[src/spi_port_pkg.sv]
package spi_port_pkg;
    localparam int CLK_PERIOD_NS = 20;
    localparam int READ_TIME_NS = 240;
    localparam int IRQ_DELAY_NS = 160;
    localparam int IRQ_DELAY_CYCLES = (IRQ_DELAY_NS + CLK_PERIOD_NS - 1) / CLK_PERIOD_NS;
    localparam int FETCH_CYCLES = 4;
    localparam int BITS_PER_BYTE = 8;
    localparam int FIFO_DEPTH = 4;
    localparam logic [2:0] CMD_NOP = 3'h0;
    localparam logic [2:0] CMD_READ = 3'h2;
    localparam logic [2:0] CMD_READ_WAIT = 3'h3;
    localparam logic [2:0] CMD_WRITE = 3'h4;
    localparam logic [2:0] CMD_EXTEND = 3'h6;
    localparam logic [7:0] ALL_ONES = 8'hFF;
    localparam logic [3:0] ERR_NONE = 4'h0;
    localparam logic [3:0] ERR_PARTIAL_BYTE = 4'h1;
    localparam logic [3:0] ERR_CLOCK_WHILE_BUSY = 4'h2;
    localparam logic [3:0] ERR_NO_TERMINATION = 4'h3;
    localparam logic [3:0] ERR_AFTER_TERMINATION = 4'h4;
    localparam logic [7:0] ERR_COUNT_RESET = 8'h00;
    typedef enum logic [5:0] {
        ST_IDLE = 6'b000001,
        ST_ADDR = 6'b000010,
        ST_WAIT = 6'b000100,
        ST_READ = 6'b001000,
        ST_WRITE = 6'b010000,
        ST_DONE = 6'b100000
    } phase_t;
endpackage

[src/spi_slave_process_port.sv]
`timescale 1ns/100ps
`default_nettype none
// Behaviour
// - With three-byte addressing, third interrupt byte goes out during third address byte.
// - Master-in line is undefined during write data; we drive zero.
// - Read data bytes go out from start address, incrementing per byte.
// - Only the first read byte waits; later bytes are prefetched.
// - All-ones final read byte stops further prefetch.
// - A low bit during a read byte forces another prefetch and byte.
// - Clock count not a multiple of eight flags an access error.
// - Data-byte clock during first-byte fetch flags a read error.
// - Missing all-ones termination or bytes after termination flag read errors.
// - Errored access still writes RAM, blocks register writes and side effects.
// - Each erroneous access increments the error counter.
// - Status bit driven from select to first clock: high good, low bad.
// - Status bit absent in modes 0/2 with normal data-out sampling.
// - Cause of latest error is kept in an error code output.
// - Four-byte write address phase with extension then write is accepted.
// - Any number of extension bytes; last one's address wins.
// - Busy indication starts one clock period after the last command bit.
// - Interrupt output delayed by fixed interval after application event.
// - Three-bit commands: nop, read, read-wait, write, extension; rest reserved.
// - Two-byte addresses bits 12..0; third byte carries bits 15..13.
// - MSB first, low byte first, address increments after each byte.
// - First two interrupt bytes go out during first two address bytes.
module spi_slave_process_port
    import spi_port_pkg::*;
#(
    parameter int FETCH_DELAY = FETCH_CYCLES
) (
    input wire logic clk,
    input wire logic rst_b,
    input wire logic spiSel_b,
    input wire logic spiClk,
    input wire logic serialDataIn,
    output logic serialDataOut,
    output logic serialDataOutEn,
    output logic spiIrq_b,
    input wire logic clockPhase,
    input wire logic clockPolarity,
    input wire logic lateSample,
    input wire logic busyOutEnable,
    input wire logic [23:0] applicationEvent,
    input wire logic [7:0] readData,
    output logic [15:0] memAddr,
    output logic memRead,
    output logic memWrite,
    output logic [7:0] memWriteData,
    output logic regWriteAllowed,
    output logic sideEffectStrobe,
    input wire logic memWriteReady,
    output logic [7:0] errorCount,
    output logic [3:0] errorCode,
    output logic accessGood
);
    initial
    begin
        if (FETCH_DELAY < 1 || FETCH_DELAY > 15)
            $error("FETCH_DELAY out of range");
    end
    ////////////////////////////////////////////////////////////////////////////
    // Input synchronisers and edge detection
    logic [2:0] syncA, syncB;
    logic selPrev, clkPrev;
    always_ff @(posedge clk or negedge rst_b)
    begin
        if (!rst_b)
        begin
            syncA <= 3'h7;
            syncB <= 3'h7;
            selPrev <= 1'b0;
            clkPrev <= 1'b0;
        end
        else
        begin
            syncA <= {spiSel_b, spiClk, serialDataIn};
            syncB <= syncA;
            selPrev <= !syncB[2];
            clkPrev <= syncB[1];
        end
    end
    logic selected, sclk, mosi, leading, trailing, sampleEdge, shiftEdge, selStart, selEnd;
    always_comb
    begin
        selected = !syncB[2];
        sclk = syncB[1] ^ clockPolarity;
        mosi = syncB[0];
        leading = selected && sclk && !(clkPrev ^ clockPolarity);
        trailing = selected && !sclk && (clkPrev ^ clockPolarity);
        sampleEdge = clockPhase ? trailing : leading;
        shiftEdge = clockPhase ? leading : trailing;
        selStart = selected && !selPrev;
        selEnd = !selected && selPrev;
    end
    ////////////////////////////////////////////////////////////////////////////
    // Interrupt delay line
    logic [23:0] irqLatch;
    logic [IRQ_DELAY_CYCLES-1:0] irqPipe;
    logic next_irq;
    always_comb
    begin
        next_irq = !irqPipe[IRQ_DELAY_CYCLES-1];
    end
    always_ff @(posedge clk or negedge rst_b)
    begin
        if (!rst_b)
        begin
            irqPipe <= '0;
            spiIrq_b <= 1'b1;
            irqLatch <= '0;
        end
        else
        begin
            irqPipe <= {irqPipe[IRQ_DELAY_CYCLES-2:0], |applicationEvent};
            spiIrq_b <= next_irq;
            if (selStart)
                irqLatch <= applicationEvent;
        end
    end
    ////////////////////////////////////////////////////////////////////////////
    // Write path FIFO: address and data
    logic fifoInValid, fifoInReady, fifoOutValid;
    logic [23:0] fifoInData, fifoOutData;
    word_fifo #(.WIDTH(24), .DEPTH(FIFO_DEPTH)) writeQueue (
        .clk(clk),
        .rst_b(rst_b),
        .inValid(fifoInValid),
        .inReady(fifoInReady),
        .inData(fifoInData),
        .outValid(fifoOutValid),
        .outReady(memWriteReady),
        .outData(fifoOutData)
    );
    ////////////////////////////////////////////////////////////////////////////
    // Transfer state
    phase_t phase, next_phase;
    logic [2:0] bitCnt, next_bitCnt;
    logic [1:0] addrByte, next_addrByte;
    logic [7:0] rxShift, next_rxShift, txShift, next_txShift, prefetch, next_prefetch;
    logic [15:0] addr, next_addr;
    logic [3:0] fetchCnt, next_fetchCnt;
    logic fetching, next_fetching, moreLow, next_moreLow, terminated, next_terminated;
    logic waitByte, next_waitByte, sawClock, next_sawClock, busyOn, next_busyOn;
    logic errFlag, next_errFlag;
    logic [3:0] errCause, next_errCause;
    logic [7:0] byteIn;
    logic [2:0] cmd;
    always_comb
    begin
        next_phase = phase;
        next_bitCnt = bitCnt;
        next_addrByte = addrByte;
        next_rxShift = rxShift;
        next_txShift = txShift;
        next_prefetch = prefetch;
        next_addr = addr;
        next_fetchCnt = fetchCnt;
        next_fetching = fetching;
        next_moreLow = moreLow;
        next_terminated = terminated;
        next_waitByte = waitByte;
        next_sawClock = sawClock;
        next_busyOn = busyOn;
        next_errFlag = errFlag;
        next_errCause = errCause;
        fifoInValid = 1'b0;
        fifoInData = {addr, rxShift};
        byteIn = {rxShift[6:0], mosi};
        // Extension bytes carry their command in the middle, ahead of two reserved bits
        cmd = (addrByte == 2'h2) ? byteIn[4:2] : byteIn[2:0];
        if (fetching)
        begin
            if (fetchCnt == 4'h0)
            begin
                next_fetching = 1'b0;
                next_prefetch = readData;
                next_busyOn = 1'b0;
            end
            else
                next_fetchCnt = fetchCnt - 4'h1;
        end
        if (selStart)
        begin
            next_phase = ST_ADDR;
            next_bitCnt = 3'h0;
            next_addrByte = 2'h0;
            next_addr = 16'h0000;
            next_errFlag = 1'b0;
            next_terminated = 1'b0;
            next_sawClock = 1'b0;
            next_busyOn = 1'b0;
            next_txShift = applicationEvent[7:0];
        end
        else if (selEnd)
        begin
            next_phase = ST_IDLE;
            next_busyOn = 1'b0;
            if (bitCnt != 3'h0)
            begin
                next_errFlag = 1'b1;
                next_errCause = ERR_PARTIAL_BYTE;
            end
            else if (phase == ST_READ && !terminated)
            begin
                next_errFlag = 1'b1;
                next_errCause = ERR_NO_TERMINATION;
            end
        end
        else if (sampleEdge)
        begin
            next_sawClock = 1'b1;
            next_rxShift = byteIn;
            next_bitCnt = bitCnt + 3'h1;
            // Clocking the wait byte during the fetch is legal; only data clocks are not
            if (phase == ST_READ && fetching && !moreLow)
            begin
                next_errFlag = 1'b1;
                next_errCause = ERR_CLOCK_WHILE_BUSY;
            end
            if (phase == ST_READ && !mosi)
            begin
                next_moreLow = 1'b1;
                // First low bit starts the prefetch, leaving most of a byte for it
                if (!moreLow)
                begin
                    next_fetching = 1'b1;
                    next_fetchCnt = 4'(FETCH_DELAY);
                    next_addr = addr + 16'h0001;
                end
            end
            if (bitCnt == 3'h7)
            begin
                case (phase)
                    ST_ADDR:
                    begin
                        next_addrByte = addrByte + 2'h1;
                        if (addrByte == 2'h0)
                        begin
                            next_addr[12:5] = byteIn;
                            next_txShift = irqLatch[15:8];
                        end
                        else if (addrByte == 2'h1)
                            next_addr[4:0] = byteIn[7:3];
                        else
                            next_addr[15:13] = byteIn[7:5];
                        if (addrByte != 2'h0)
                        begin
                            if (cmd == CMD_EXTEND)
                            begin
                                next_txShift = irqLatch[23:16];
                                next_addrByte = 2'h2;
                            end
                            else if (cmd == CMD_READ || cmd == CMD_READ_WAIT)
                            begin
                                next_phase = ST_READ;
                                next_waitByte = cmd == CMD_READ_WAIT;
                                if (cmd == CMD_READ_WAIT)
                                    next_phase = ST_WAIT;
                                next_fetching = 1'b1;
                                next_fetchCnt = 4'(FETCH_DELAY);
                                next_busyOn = busyOutEnable;
                                next_moreLow = 1'b0;
                            end
                            else if (cmd == CMD_WRITE)
                                next_phase = ST_WRITE;
                            else
                                next_phase = ST_DONE;
                        end
                    end
                    ST_WAIT:
                        next_phase = ST_READ;
                    ST_READ:
                    begin
                        next_moreLow = 1'b0;
                        if (byteIn == ALL_ONES)
                        begin
                            next_terminated = 1'b1;
                            next_phase = ST_DONE;
                        end
                    end
                    ST_WRITE:
                    begin
                        fifoInValid = 1'b1;
                        fifoInData = {addr, byteIn};
                        next_addr = addr + 16'h0001;
                    end
                    ST_DONE:
                        if (terminated)
                        begin
                            next_errFlag = 1'b1;
                            next_errCause = ERR_AFTER_TERMINATION;
                        end
                    default:
                        next_phase = ST_IDLE;
                endcase
            end
        end
        else if (shiftEdge)
        begin
            next_sawClock = 1'b1;
            if (bitCnt == 3'h0 && phase == ST_READ)
                next_txShift = prefetch;
            else if (bitCnt == 3'h0 && phase == ST_WRITE)
                next_txShift = 8'h00;
            else if (bitCnt != 3'h0)
                next_txShift = {txShift[6:0], 1'b0};
            // At a byte start the freshly loaded bit 7 must stay on the line
        end
        if (phase == ST_READ && !fetching && bitCnt == 3'h0 && !sampleEdge && next_fetching == 1'b0
            && fetchCnt == 4'h0 && moreLow)
            next_moreLow = 1'b0;
    end
    ////////////////////////////////////////////////////////////////////////////
    // Registers and outputs
    logic statusWindow, next_doOut, next_doEn;
    always_comb
    begin
        statusWindow = selected && !sawClock && (clockPhase || lateSample);
        next_doEn = selected;
        if (statusWindow)
            next_doOut = accessGood;
        else if (busyOn)
            next_doOut = fetching;
        else
            next_doOut = txShift[7];
    end
    always_ff @(posedge clk or negedge rst_b)
    begin
        if (!rst_b)
        begin
            phase <= ST_IDLE;
            bitCnt <= 3'h0;
            addrByte <= 2'h0;
            rxShift <= 8'h00;
            txShift <= 8'h00;
            prefetch <= 8'h00;
            addr <= 16'h0000;
            fetchCnt <= 4'h0;
            fetching <= 1'b0;
            moreLow <= 1'b0;
            terminated <= 1'b0;
            waitByte <= 1'b0;
            sawClock <= 1'b0;
            busyOn <= 1'b0;
            errFlag <= 1'b0;
            errCause <= ERR_NONE;
            serialDataOut <= 1'b1;
            serialDataOutEn <= 1'b0;
            memAddr <= 16'h0000;
            memRead <= 1'b0;
            memWrite <= 1'b0;
            memWriteData <= 8'h00;
            regWriteAllowed <= 1'b0;
            sideEffectStrobe <= 1'b0;
            errorCount <= ERR_COUNT_RESET;
            errorCode <= ERR_NONE;
            accessGood <= 1'b1;
        end
        else
        begin
            phase <= next_phase;
            bitCnt <= next_bitCnt;
            addrByte <= next_addrByte;
            rxShift <= next_rxShift;
            txShift <= next_txShift;
            prefetch <= next_prefetch;
            addr <= next_addr;
            fetchCnt <= next_fetchCnt;
            fetching <= next_fetching;
            moreLow <= next_moreLow;
            terminated <= next_terminated;
            waitByte <= next_waitByte;
            sawClock <= next_sawClock;
            busyOn <= next_busyOn;
            errFlag <= next_errFlag;
            errCause <= next_errCause;
            serialDataOut <= next_doOut;
            serialDataOutEn <= next_doEn;
            memAddr <= next_fetching ? next_addr : fifoOutData[23:8];
            memRead <= next_fetching && !fetching;
            memWrite <= fifoOutValid && memWriteReady;
            memWriteData <= fifoOutData[7:0];
            regWriteAllowed <= !next_errFlag;
            sideEffectStrobe <= selEnd && !next_errFlag;
            if (selEnd && next_errFlag)
            begin
                errorCount <= errorCount + 8'h01;
                errorCode <= next_errCause;
            end
            if (selEnd)
                accessGood <= !next_errFlag;
        end
    end
endmodule
`default_nettype wire

[src/word_fifo.sv]
`timescale 1ns/100ps
`default_nettype none
module word_fifo #(
    parameter int WIDTH = 24,
    parameter int DEPTH = 4
) (
    input wire logic clk,
    input wire logic rst_b,
    input wire logic inValid,
    output logic inReady,
    input wire logic [WIDTH-1:0] inData,
    output logic outValid,
    input wire logic outReady,
    output logic [WIDTH-1:0] outData
);
    localparam int AW = $clog2(DEPTH);
    initial
    begin
        if (DEPTH < 2 || (1 << AW) != DEPTH)
            $error("word_fifo depth must be a power of two");
    end
    logic [WIDTH-1:0] store [DEPTH];
    logic [AW:0] wrPtr, rdPtr, next_wrPtr, next_rdPtr;
    logic push, pop;
    always_comb
    begin
        push = inValid && inReady;
        pop = outValid && outReady;
        next_wrPtr = push ? wrPtr + 1'b1 : wrPtr;
        next_rdPtr = pop ? rdPtr + 1'b1 : rdPtr;
        inReady = (wrPtr - rdPtr) != (AW+1)'(DEPTH);
        outValid = wrPtr != rdPtr;
        outData = store[rdPtr[AW-1:0]];
    end
    always_ff @(posedge clk or negedge rst_b)
    begin
        if (!rst_b)
        begin
            wrPtr <= '0;
            rdPtr <= '0;
        end
        else
        begin
            wrPtr <= next_wrPtr;
            rdPtr <= next_rdPtr;
        end
    end
    always_ff @(posedge clk)
    begin
        if (push)
            store[wrPtr[AW-1:0]] <= inData;
    end
endmodule
`default_nettype wire

[config.mk]
export PLATFORM = sky130hd
export DESIGN_NAME = spi_slave_process_port
export DESIGN_NICKNAME = d
export VERILOG_FILES = /design/src/spi_port_pkg.sv /design/src/spi_slave_process_port.sv /design/src/word_fifo.sv
export SDC_FILE = /design/constraint.sdc
export NUM_CORES = 1
export LEC_CHECK = 0
export BUFFER_PORTS_ARGS = -buffer_cell sky130_fd_sc_hd__buf_2
export CAP_MARGIN = 40
export CORE_ASPECT_RATIO = 1.5
export CORE_MARGIN = 8
export CORE_UTILIZATION = 50
export CTS_CLUSTER_DIAMETER = 30
export DETAILED_ROUTE_END_ITERATION = 16
export PLACE_DENSITY = 0.71
export SYNTH_ARGS = -nofsm -noshare
export SYNTH_HDL_FRONTEND = slang
export SYNTH_SLANG_ARGS = --single-unit
[constraint.sdc]
create_clock -name clk -period 3 [get_ports clk]
set_input_delay 0.6 -clock clk [delete_from_list [all_inputs] [get_ports clk]]
set_output_delay 0.6 -clock clk [all_outputs]
set_load 0.05 [all_outputs]
# ---- Yosys cells after proc, flatten, opt, wreduce, memory -nomap -nowiden
# Memory sizes are Yosys's and may differ from the RTL's.
# Index checks and enable logic that the tools add are counted.
dict set report totals {
  regBits 154
  ram_bits 96
  out_inout_bits 44
  memories 1
}
dict set report op_classes {
  add_sub_neg 8
  eq_ne 24
  mux 135
  bitwise_logic 5
  reduce_logical 65
}
# name depth width rd rd_clocked_by_memory_dff write_ports line
set mem_list {}
lappend mem_list {writeQueue.store 4 24 1 0 1 word_fifo.sv:22} ;# logic [WIDTH-1:0] store [DEPTH];
# op n
set ops {}
lappend ops {{$mux W8} 18}
lappend ops {{$mux W16} 7}
lappend ops {{$mux W4} 22}
lappend ops {{$mux W1} 61}
lappend ops {{$mux W6} 9}
lappend ops {{$pmux W16 S2} 1}
lappend ops {{$logic_and A1 B1 Y1} 25}
lappend ops {{$pmux W6 S4} 1}
lappend ops {{$reduce_or A24 Y1} 1}
lappend ops {{$mux W3} 6}
lappend ops {{$add A16 B1 Y16 const B} 1}
lappend ops {{$mux W2} 7}
lappend ops {{$reduce_bool A2 Y1} 7}
lappend ops {{$logic_not A1 Y1} 12}
lappend ops {{$ne A4 B4 Y1 const B} 3}
lappend ops {{$reduce_bool A3 Y1} 4}
lappend ops {{$mux W5} 2}
lappend ops {{$reduce_and A5 Y1} 2}
lappend ops {{$add A3 B1 Y3 const B} 3}
lappend ops {{$eq A3 B3 Y1 const B} 3}
lappend ops {{$ne A3 B1 Y1 const B} 3}
lappend ops {{$add A8 B1 Y8 const B} 1}
lappend ops {{$eq A8 B8 Y1 const B} 1}
lappend ops {{$eq A3 B2 Y1 const B} 2}
lappend ops {{other kinds (27)} 35}

# ---- Logic depth before layout (Yosys ltp)
# Gate-level depths: netlist (run 1).
dict set report depth {
  ltp_word 19
  mapped_depth 10
  mapped_depth_nobuf 8
}

# ---- Modules after synthesis
# Synthesis (run 1) repeated with hierarchy kept, for this count alone.
dict set report hier_totals {
  hier_cells 915
  hier_area_um2 11295.8
}
# mod instances cells_each area_each_um2 seq_area_each_um2
set modules_own_cells {}
lappend modules_own_cells {spi_slave_process_port 1 753 7418.4 3515.9}
lappend modules_own_cells {word_fifo 1 162 3877.5 3032.9}

# ---- Worst setup path after synthesis (run 1)
# No wires, ideal clock.
dict set report synth_path {
  kind {register to register}
  start {register serialDataOutEn (netlist name)}
  end {memory writeQueue.store[3][0] (enable)}
  setup_ns 0.384
  arrival_ns 2.641
  required_time_ns 2.616
  path_slack_ns -0.026
  stages_incl_launch_ff 7
  n_path_buf 0
  synth_period_minus_slack_ns 3.026
  path_cell_list {dfrtp_1 ha_1 nor4b_1 mux2_2 nand2_1 nor3_2 and2_1}
}
# item line
set synth_lines {}
lappend synth_lines {{end, declared} word_fifo.sv:22}

==> reports/metrics.cfg, run 1 <==
[status]
outcome = completed

[logic_synthesis]
ys_seq_area_share_pct = 58.4
synth_seq_cells = 242
syn_avg_cell_area_um2 = 12.5
synth_most_common_cell = dfrtp_1
ys.flop_type = dfrtp_1
synth_enable_flop_cells = 96
synth_cell_types = 85
synth_area_leader_cell = dfrtp_1
synth-async-reset-ratio_pct = 60.3
synth_area_um2 = 11200
syn_nets = 958
synth_top_area_share_pct = 30.4
syn_inst = 898
netlist_top_cells_area = dfrtp_1 30%, edfxtp_1 26%, mux4_2 4.8%, mux2_2 4.4%, nand2_1 2.8%
ys.warnings.count = 0
yosys-top-cells-count = 136 x dfrtp_1, 96 x edfxtp_1, 85 x nand2_1

[sta]
max-slew-margin-rel_pct = 52.1
tns_ns = 0
fmax_mhz = 354
tightestPinTransition_ns = 0.708
hold_viol = 0
setup_viol = 0
rsz0062_at_grt = no
timing.hold.ws_ns = 0.0987
fin_crit_ns = 2.82
fin_skew_ns = 0.0245
slew_violations = 0
fin_crit_sh_pct = 94.1

[finish]
area_growth_pct = 21.3
layout-drive-gt1-share_pct = 29.7
nNetsFinal = 1088
diodes = 0
utilization_pct = 61.2
stdcell_count = 1332

[global_route]
grt_usage_pct = 21.0
grt_max_degree = 70
grt_pass1_wl_um = 46300
antenna_found_initial = 0
grt_pass1_vias = 8658
gr-total-overflow = 0

[setup_path]
r2r.worst_path.cells = 7
path_class = flop to flop
max_stage_delay_ns = 0.40
cp_cell_sequence = ha_1, nor4b_1, mux2_2, nand2_1, nor3_2, buf_4, mux2_2
crit_arrival_ns = 3.06
rr_startpoint = serialDataOutEn
crit_required_ns = 3.24
worstSetupEndpointType = flop
crit_path_top_delay_cell = mux2_2
crit_start = serialDataOutEn
critPathMaxFanout = 10
endpoint = writeQueue.store[0][4]
rrSetupSlack_ns = 0.18
crit_top_cell = mux2_2
rr_endpoint = writeQueue.store[0][4]
cp-start-kind = flop

[die]
core_um2 = 22200
rows = 67
start_util_pct = 50.5
ios = 86
die_area_um2 = 27600
die_w_um = 138
dieHeight_um = 199

[power]
ir_worst_vdd_mv = 0.949
p_leak_nw = 5.48
power.density_nw_per_um2 = 841
finalPower_w = 0.0114

[cts]
cts_tree = done
clk-insertion-delay-late_ns = 0.51
postCtsSetupRepairBufs = 0
clockRootBuffer = clkbuf_16
clock_sinks = 242
ctsResizeCount = 0
clock_path_buffers = 3
cts_max_level = 2
numCtsBuffers = 36
holdBufCountCts = 0
cts.clk_slew.worst_paths_ns = 0.06

[route]
top_layer_used = met4
totalWireLength_um = 29200
first_iter_violations = 571
drc = 0
wire_per_inst_um = 21.9
drtAntennaViolNets = 0
dr_wl_met3_um = 1630
wl_met2_um = 15300
vias_per_cell = 6.06
dr.pass1.iters = 5
vias = 8066
met1Wirelength_um = 10600

[min_path]
hold_class = input pin to asynchronous set/reset pin

[placement]
dpl.hpwl_um = 20900
port_buffers = 85
place_congestion = 0.945
placed_cells = 1266

[run]
drv_cap = 0

-- metal layers --
| metal | global-route usage, % | vias to the layer above |
|---|---|---|
| li1 | - | 3654 |
| met1 | 22.2 | 3992 |
| met2 | 38.6 | 319 |
| met3 | 3.92 | 101 |
| met4 | 12.4 | 0 |
| met5 | 0 | - |
-- stage by stage --
step                      setup WS (ns)  area, um^2
after floorplan                 0.00566       11200
after global placement            0.123       12300
after detailed placement         0.0841       12300
after CTS                         0.189       13600
after global routing             0.0151       13600
final                             0.176       13600
-- where the power goes --
part / internal [W] / total (W) / switching (W)
registers: 0.00397 / 0.00436 / 0.000394
logic: 0.000986 / 0.00272 / 0.00173
clock network: 0.00279 / 0.00435 / 0.00156
total: 0.00775 / 0.0114 / 0.00368
-- state kept, by name, summed over array words and instances, names as in the netlist, 2 cells and up --
signal and cells:
writeQueue.store 96, syncA 3, errCause 4, rxShift 8, writeQueue.rdPtr 3, writeQueue.wrPtr 3
irqLatch 16, prefetch 8, txShift 8, bitCnt 3, errorCount 8, addrByte 2
irqPipe 8, memAddr 16, memWriteData 8, syncB 3, phase 6, errorCode 4
fetchCnt 4, addr 16
-- worst max-delay path: cells and delay by family (launching register included) --
kind                       cells  cell delay (ns)
buffers and inverters          1             0.26
muxes                          2             0.74
and+or+nand+nor                3             0.92
DFF                            1             0.39
adders and majority gates      1             0.26
-- cell type report --
| cell class | count | area (um^2) |
|---|---|---|
| clock inverter | 22 | 300 |
| multi-input combinational | 577 | 4340 |
| sequential | 242 | 6550 |
| inverter | 22 | 82.6 |
| fill | 1760 | 8620 |
| tap | 276 | 345 |
| clock buffer | 44 | 972 |
| timing repair buffer | 149 | 1010 |
-- cell families after synthesis --
group	synth area share, %
and+or+nand+nor	12.3
DFF	58.4
AOI/OAI and AO/OA	12.0
buffers and inverters	2.95
muxes	9.87
xor gates and xnor gates	2.50
adders and majority gates	2.01
-- worst min path at each step --
stage | to | depth (start not counted) | startpoint | slack [ns]
after floorplan | addrByte[0] | 0 | rst_b | 0.30
after global placement | irqPipe[6] | 0 | irqPipe[5] | 0.34
after detailed placement | irqPipe[5] | 0 | irqPipe[4] | 0.33
after CTS | irqLatch[15] | 1 | rst_b | 0.12
after global routing | irqLatch[17] | 1 | rst_b | 0.15
final | irqLatch[17] | 1 | rst_b | 0.1
-- placed cells by master, fill, tap and decap left out, types with 22 or more instances in the layout --
cell       count
edfxtp_1      96
mux4_2        24
mux2_2        44
dfrtp_1      136
buf_4         56
nor2_1        49
inv_1         22
clkbuf_16     37
o21ai_0       45
a21oi_1       28
buf_2         84
nor3_1        24
nand2_1       85
(Power assumes the default switching activity.)
==> inputs of run 2 (changes only) <==
--- a/config.mk
+++ b/config.mk
@@ -13,6 +13,7 @@
 export CTS_CLUSTER_DIAMETER = 30
 export DETAILED_ROUTE_END_ITERATION = 16
 export PLACE_DENSITY = 0.71
+export RECOVER_POWER = 100
 export SYNTH_ARGS = -nofsm -noshare
 export SYNTH_HDL_FRONTEND = slang
 export SYNTH_SLANG_ARGS = --single-unit
==> reports/metrics.cfg, run 2 (same netlist as run 1, synthesis figures left out) <==
[cts]
clk-insertion-delay-late_ns = 0.51  ; about the same
ctsResizeCount = 0  ; unchanged
clockRootBuffer = clkbuf_16  ; unchanged
numCtsBuffers = 36  ; unchanged
holdBufCountCts = 0  ; unchanged
cts_tree = done  ; unchanged
postCtsSetupRepairBufs = 0  ; unchanged
clock_sinks = 242  ; unchanged
cts_max_level = 2  ; unchanged
clock_path_buffers = 3  ; unchanged
cts.clk_slew.worst_paths_ns = 0.06  ; about the same

[route]
vias = 8111  ; was 8066
drtAntennaViolNets = 0  ; unchanged
totalWireLength_um = 29200  ; about the same
vias_per_cell = 6.09  ; was 6.06
dr.pass1.iters = 5  ; unchanged
drc = 0  ; unchanged
first_iter_violations = 627  ; was 571
wire_per_inst_um = 22.0  ; was 21.9 um

[power]
p_leak_nw = 5.28  ; was 5.48 nW
finalPower_w = 0.0113  ; was 0.0114 W
power.density_nw_per_um2 = 846  ; was 841 nW/um^2
ir_worst_vdd_mv = 0.932  ; was 0.949 mV

[global_route]
grt_usage_pct = 21.0  ; unchanged
grt_pass1_wl_um = 46300  ; unchanged
grt_pass1_vias = 8658  ; unchanged
grt_max_degree = 70  ; unchanged
antenna_found_initial = 0  ; unchanged
gr-total-overflow = 0  ; unchanged

[finish]
largest_reg_flops = 96  ; unchanged
nNetsFinal = 1088  ; unchanged
regArea_um2 = 6550  ; unchanged
fin_area_um2 = 13400  ; was 13600 um^2
diodes = 0  ; unchanged
layout_common_cells = 136 x dfrtp_1, 96 x edfxtp_1, 85 x nand2_1  ; unchanged
n_fill_cell = 1803  ; was 1760
area_growth_pct = 19.7  ; was 21.3%
multi_input_area_um2 = 4320  ; was 4340 um^2
final_common_cell = dfrtp_1  ; unchanged
layout-drive-gt1-share_pct = 23.3  ; was 29.7%

[sta]
layout_setup_ws_ns = 0.117  ; was 0.176 ns
fin_skew_ns = 0.0251  ; was 0.0245 ns
slew_violations = 70  ; was 0
hold_viol = 0  ; unchanged
max-slew-margin-rel_pct = -13.6  ; was 52.1%
fin_crit_ns = 2.88  ; was 2.82 ns
tightestPinTransition_ns = 1.70  ; was 0.708 ns
rsz0062_at_grt = no  ; unchanged
fmax_mhz = 347  ; was 354 MHz
tns_ns = 0  ; unchanged
fin_crit_sh_pct = 96.1  ; was 94.1%
setup_viol = 0  ; unchanged

[setup_path]
rr_endpoint = memAddr[4]  ; was writeQueue.store[0][4]
cp_cell_sequence = ha_1, nor4b_1, mux2i_1, clkbuf_1, nor2_1, clkbuf_2, a22o_1, mux2_2  ; was ha_1, nor4b_1, mux2_2, nand2_1, nor3_2, buf_4, mux2_2
crit_arrival_ns = 3.27  ; was 3.06 ns
path_buf_inv = 2  ; was 1
path_class = flop to flop  ; unchanged
cp-start-kind = flop  ; unchanged
rr_startpoint = syncB[2]  ; was serialDataOutEn
r2r.worst_path.cells = 8  ; was 7
critPathMaxFanout = 17  ; was 10
crit_required_ns = 3.38  ; was 3.24 ns
cpLargestDelayFamily = buffers and inverters  ; was simple AND/OR/NAND/NOR gates
max_stage_delay_ns = 0.72  ; was 0.40 ns
crit_path_top_delay_cell = clkbuf_1  ; was mux2_2
rrSetupSlack_ns = 0.12  ; was 0.18 ns
worstSetupEndpointType = flop  ; unchanged
crit_start = syncB[2]  ; was serialDataOutEn

[die]
rows = 67  ; unchanged
dieHeight_um = 199  ; unchanged
start_util_pct = 50.5  ; unchanged
ios = 86  ; unchanged
die_area_um2 = 27600  ; unchanged
core_um2 = 22200  ; unchanged
die_w_um = 138  ; unchanged

[placement]
dpl.hpwl_um = 20900  ; unchanged
preCtsSetupSlack_ns = 0.0841  ; unchanged
port_buffers = 85  ; unchanged
place_congestion = 0.945  ; unchanged
place_area_um2 = 12300  ; unchanged

[status]
outcome = finished, violations left  ; was completed
violations = capacitance limit, slew limit

[min_path]
hold_class = input pin to flop  ; was input pin to asynchronous set/reset pin
hold_path_end = syncA[1]
hold_start = spiClk
hold_depth = 1

[run]
drv_cap = 1  ; was 0

run 2: cell count changes in the layout (fill, tap and decap cells not counted), sizes merged:
cell | previous run | this run
clkbuf | 44 | 109
buf | 149 | 84
run 2: worst reg2reg max path: stages (launching register included):
cell	delay [ns]
dfstp_1	0.53
ha_1	0.24
nor4b_1	0.09
mux2i_1	0.15
clkbuf_1	0.72
nor2_1	0.20
clkbuf_2	0.29
a22o_1	0.28
mux2_2	0.28
run 2: metrics by stage:
| stage | util, % | hold slack, ns | cells |
|---|---|---|---|
| after floorplan | - | 0.304 | 898 |
| after global placement | 55.4 | 0.336 | 1265 |
| after detailed placement | 55.5 | 0.335 | 1266 |
| after CTS | 61.2 | 0.121 | 1332 |
| after global routing | 60.4 | 0.182 | 1332 |
| final | 60.4 | 0.197 | 1332 |
run 2: where the power goes:
part           total (W)  leakage, nW  internal [W]  switching [W]
Sequential       0.00437         2.65       0.00397       0.000398
Combinational    0.00263         2.02      0.000904        0.00173
Clock            0.00435        0.618       0.00279        0.00156
Total             0.0113         5.28       0.00766        0.00368
run 2: final cells by class:
cell class / count / area share [%]
flip-flops and latches: 242 / 48.8
multi-input cells: 577 / 32.2
well taps: 276 / 2.57
clock buffers: 44 / 7.25
inverters: 22 / 0.616
repair buffers: 149 / 6.29
clock inverters: 22 / 2.24
run 2: layer usage:
layer  GRT usage [%]  wire [um]
met1            22.2      10700
met2            38.6      15300
met3            3.92       1630
met4            12.4       1670
met5               0          0
run 2: how the worst max path moves through the flow:
stage / to / cells past startpoint / slack [ns]
after floorplan: writeQueue.store[0][0] / 6 / 0.006
after global placement: txShift[0] / 7 / 0.12
after detailed placement: txShift[0] / 7 / 0.08
after CTS: writeQueue.store[0][4] / 7 / 0.19
after global routing: writeQueue.store[1][14] / 8 / 0.01
final: memAddr[4] / 8 / 0.12
==> inputs of run 3 (changes only) <==
--- a/config.mk
+++ b/config.mk
@@ -5,6 +5,7 @@
 export SDC_FILE = /design/constraint.sdc
 export NUM_CORES = 1
 export LEC_CHECK = 0
+export ABC_AREA = 1
 export BUFFER_PORTS_ARGS = -buffer_cell sky130_fd_sc_hd__buf_2
 export CAP_MARGIN = 40
 export CORE_ASPECT_RATIO = 1.5
==> reports/metrics.cfg, run 3 <==
[logic_synthesis]
syn_inst = 1255  ; was 898
synth_cell_types = 48  ; was 85
syn_nets = 1315  ; was 958
synth_enable_flop_cells = 96  ; unchanged
synthMuxAreaShare_pct = 0.787  ; was 9.86%
synth_compound_area_share_pct = 10.5  ; was 12.0%
synth_area_leader_cell = dfrtp_1  ; unchanged
synth_xor_area_share_pct = 1.76  ; was 2.50%
synth_most_common_cell = nand2_1  ; was dfrtp_1
synth_fa_ha_area_share_pct = 1.97  ; was 2.01%
synth-async-reset-ratio_pct = 60.3  ; unchanged
yosys.area_share.simple_pct = 21.8  ; was 12.3%
ys_seq_area_share_pct = 57.2  ; was 58.4%
synth_top_area_share_pct = 29.7  ; was 30.4%
ys.warnings.count = 0  ; unchanged
synth_seq_cells = 242  ; unchanged
netlist_top_cells_area = dfrtp_1 30%, edfxtp_1 25%, nand2_1 11%, o21ai_0 4.8%, inv_1 3.6%  ; was dfrtp_1 30%, edfxtp_1 26%, mux4_2 4.8%, mux2_2 4.4%, nand2_1 2.8%
yosys-top-cells-count = 341 x nand2_1, 136 x dfrtp_1, 111 x inv_1, 111 x nor2_1, 110 x o21ai_0  ; was 136 x dfrtp_1, 96 x edfxtp_1, 85 x nand2_1
synth_top_family_by_area = simple AND/OR/NAND/NOR gates  ; unchanged
ys.flop_type = dfrtp_1  ; unchanged
syn_avg_cell_area_um2 = 9.12  ; was 12.5 um^2
synth_area_um2 = 11400  ; was 11200 um^2

[run]
drv_cap = 0  ; was 1

[sta]
fin_crit_ns = 2.67  ; was 2.88 ns
setup_viol = 0  ; unchanged
tightestPinTransition_ns = 1.50  ; was 1.70 ns
fin_crit_sh_pct = 89.1  ; was 96.1%
fin_skew_ns = 0.0190  ; was 0.0251 ns
rsz0062_at_grt = no  ; unchanged
max-slew-margin-rel_pct = 0.269  ; was -13.6%
timing.hold.ws_ns = 0.187  ; was 0.197 ns
slew_violations = 0  ; was 70
hold_viol = 0  ; unchanged
fmax_mhz = 374  ; was 347 MHz

[finish]
diodes = 0  ; unchanged
layout_common_cells = 345 x nand2_1, 136 x dfrtp_1, 117 x o21ai_0  ; was 136 x dfrtp_1, 96 x edfxtp_1, 85 x nand2_1
stdcell_count = 1665  ; was 1332
nNetsFinal = 1418  ; was 1088
layout-drive-gt1-share_pct = 11.8  ; was 23.3%
utilization_pct = 59.1  ; was 60.4%
area_growth_pct = 17.3  ; was 19.7%
final_common_cell = nand2_1  ; was dfrtp_1
fin_area_um2 = 13400  ; about the same
largest_reg_flops = 96  ; unchanged

[route]
vias = 9113  ; was 8111
first_iter_violations = 696  ; was 627
totalWireLength_um = 28800  ; was 29200 um
vias_per_cell = 5.47  ; was 6.09
wire_per_inst_um = 17.3  ; was 22.0 um
drc = 0  ; unchanged
dr.pass1.iters = 7  ; was 5
drtAntennaViolNets = 0  ; unchanged

[cts]
postCtsSetupRepairBufs = 0  ; unchanged
clk-insertion-delay-late_ns = 0.52  ; was 0.51 ns
clockRootBuffer = clkbuf_16  ; unchanged
numCtsBuffers = 38  ; was 36
holdBufCountCts = 0  ; unchanged
ctsResizeCount = 0  ; unchanged
clock_sinks = 242  ; unchanged
cts_max_level = 2  ; unchanged
cts.clk_slew.worst_paths_ns = 0.05  ; was 0.06 ns
cts_tree = done  ; unchanged
clock_path_buffers = 3  ; unchanged

[die]
die_area_um2 = 28100  ; was 27600 um^2
core_um2 = 22700  ; was 22200 um^2
dieHeight_um = 201  ; was 199 um
ios = 86  ; unchanged
start_util_pct = 50.4  ; was 50.5%
die_w_um = 140  ; was 138 um
rows = 68  ; was 67

[global_route]
gr-total-overflow = 0  ; unchanged
grt_pass1_vias = 9312  ; was 8658
antenna_found_initial = 0  ; unchanged
grt_max_degree = 55  ; was 70
grt_usage_pct = 20.9  ; was 21.0%
grt_pass1_wl_um = 46800  ; was 46300 um

[status]
outcome = completed  ; was finished, violations left

[min_path]
hold_class = input pin to flop  ; unchanged
hold_start = spiClk  ; unchanged

[setup_path]
rr_startpoint = syncB[2]  ; unchanged
worstSetupEndpointType = flop  ; unchanged
cp-start-kind = flop  ; unchanged
crit_start = syncB[2]  ; unchanged
critPathMaxFanout = 24  ; was 17
crit_arrival_ns = 2.83  ; was 3.27 ns
path_class = flop to flop  ; unchanged
crit_required_ns = 3.16  ; was 3.38 ns

[placement]
place_area_um2 = 12300  ; about the same
dpl.hpwl_um = 19600  ; was 20900 um
port_buffers = 85  ; unchanged
placed_cells = 1598  ; was 1266
place_congestion = 0.950  ; was 0.945

[power]
ir_worst_vdd_mv = 0.543  ; was 0.932 mV
power.density_nw_per_um2 = 881  ; was 846 nW/um^2
p_leak_nw = 5.96  ; was 5.28 nW

-- run 3: cell families after synthesis --
family	count (synthesis)
and+or+nand+nor	585
DFF	242
AOI/OAI and AO/OA	214
buffers and inverters	165
xor gates and xnor gates	23
adders and majority gates	18
muxes	8
-- run 3: stage by stage --
step	TNS (ns)	power (W)	setup WS, ns
2_1_floorplan	-23.13	0.00651	-0.321
3_3_place_gp	0	0.00738	0.502
3_5_place_dp	0	0.00747	0.438
4_1_cts	0	0.0120	0.439
5_1_grt	0	0.0124	0.175
6_report	0	0.0118	0.326
-- run 3: layout make-up --
class | instances | area (um^2)
inverter | 120 | 453
sequential | 242 | 6550
clock buffer | 48 | 1050
timing repair buffer | 108 | 574
tap | 280 | 350
multi-input combinational | 848 | 4170
fill | 1982 | 9300
clock inverter | 19 | 273
-- run 3: worst paths after layout --
kind                                            to  slack (ns)  depth (start not counted)
hold / removal                            syncA[1]        0.19                          1
setup / recovery           writeQueue.store[2][17]        0.33                          8
hold reg to reg                         irqPipe[7]        0.33                          0
min in group asynchronous          memWriteData[0]        0.43                          1
setup reg to reg           writeQueue.store[2][17]        0.33                          8
max in group asynchronous            errorCount[0]        0.78                          2
-- run 3: power breakdown --
part / switching, W / leakage, nW / internal [W] / total, W
combinational: 0.00234 / 2.61 / 0.000807 / 0.00315
clock: 0.00152 / 0.641 / 0.00300 / 0.00452
sequential: 0.000244 / 2.71 / 0.00391 / 0.00416
-- run 3: worst max-delay path: stages, from the launching register on --
cell and delay [ns]:
dfstp_1 0.52, inv_1 0.09, ha_1 0.22, nor2_1 0.16, clkinv_1 0.13, nor2_1 0.31
nand4_2 0.30, nor2_1 0.16, clkbuf_4 0.40
-- run 3: routing by layer --
metal	GRT usage (%)	routed length, um
met1	22.4	11100
met2	37.5	14900
met3	4.34	1480
met4	11.8	1310
met5	0	0
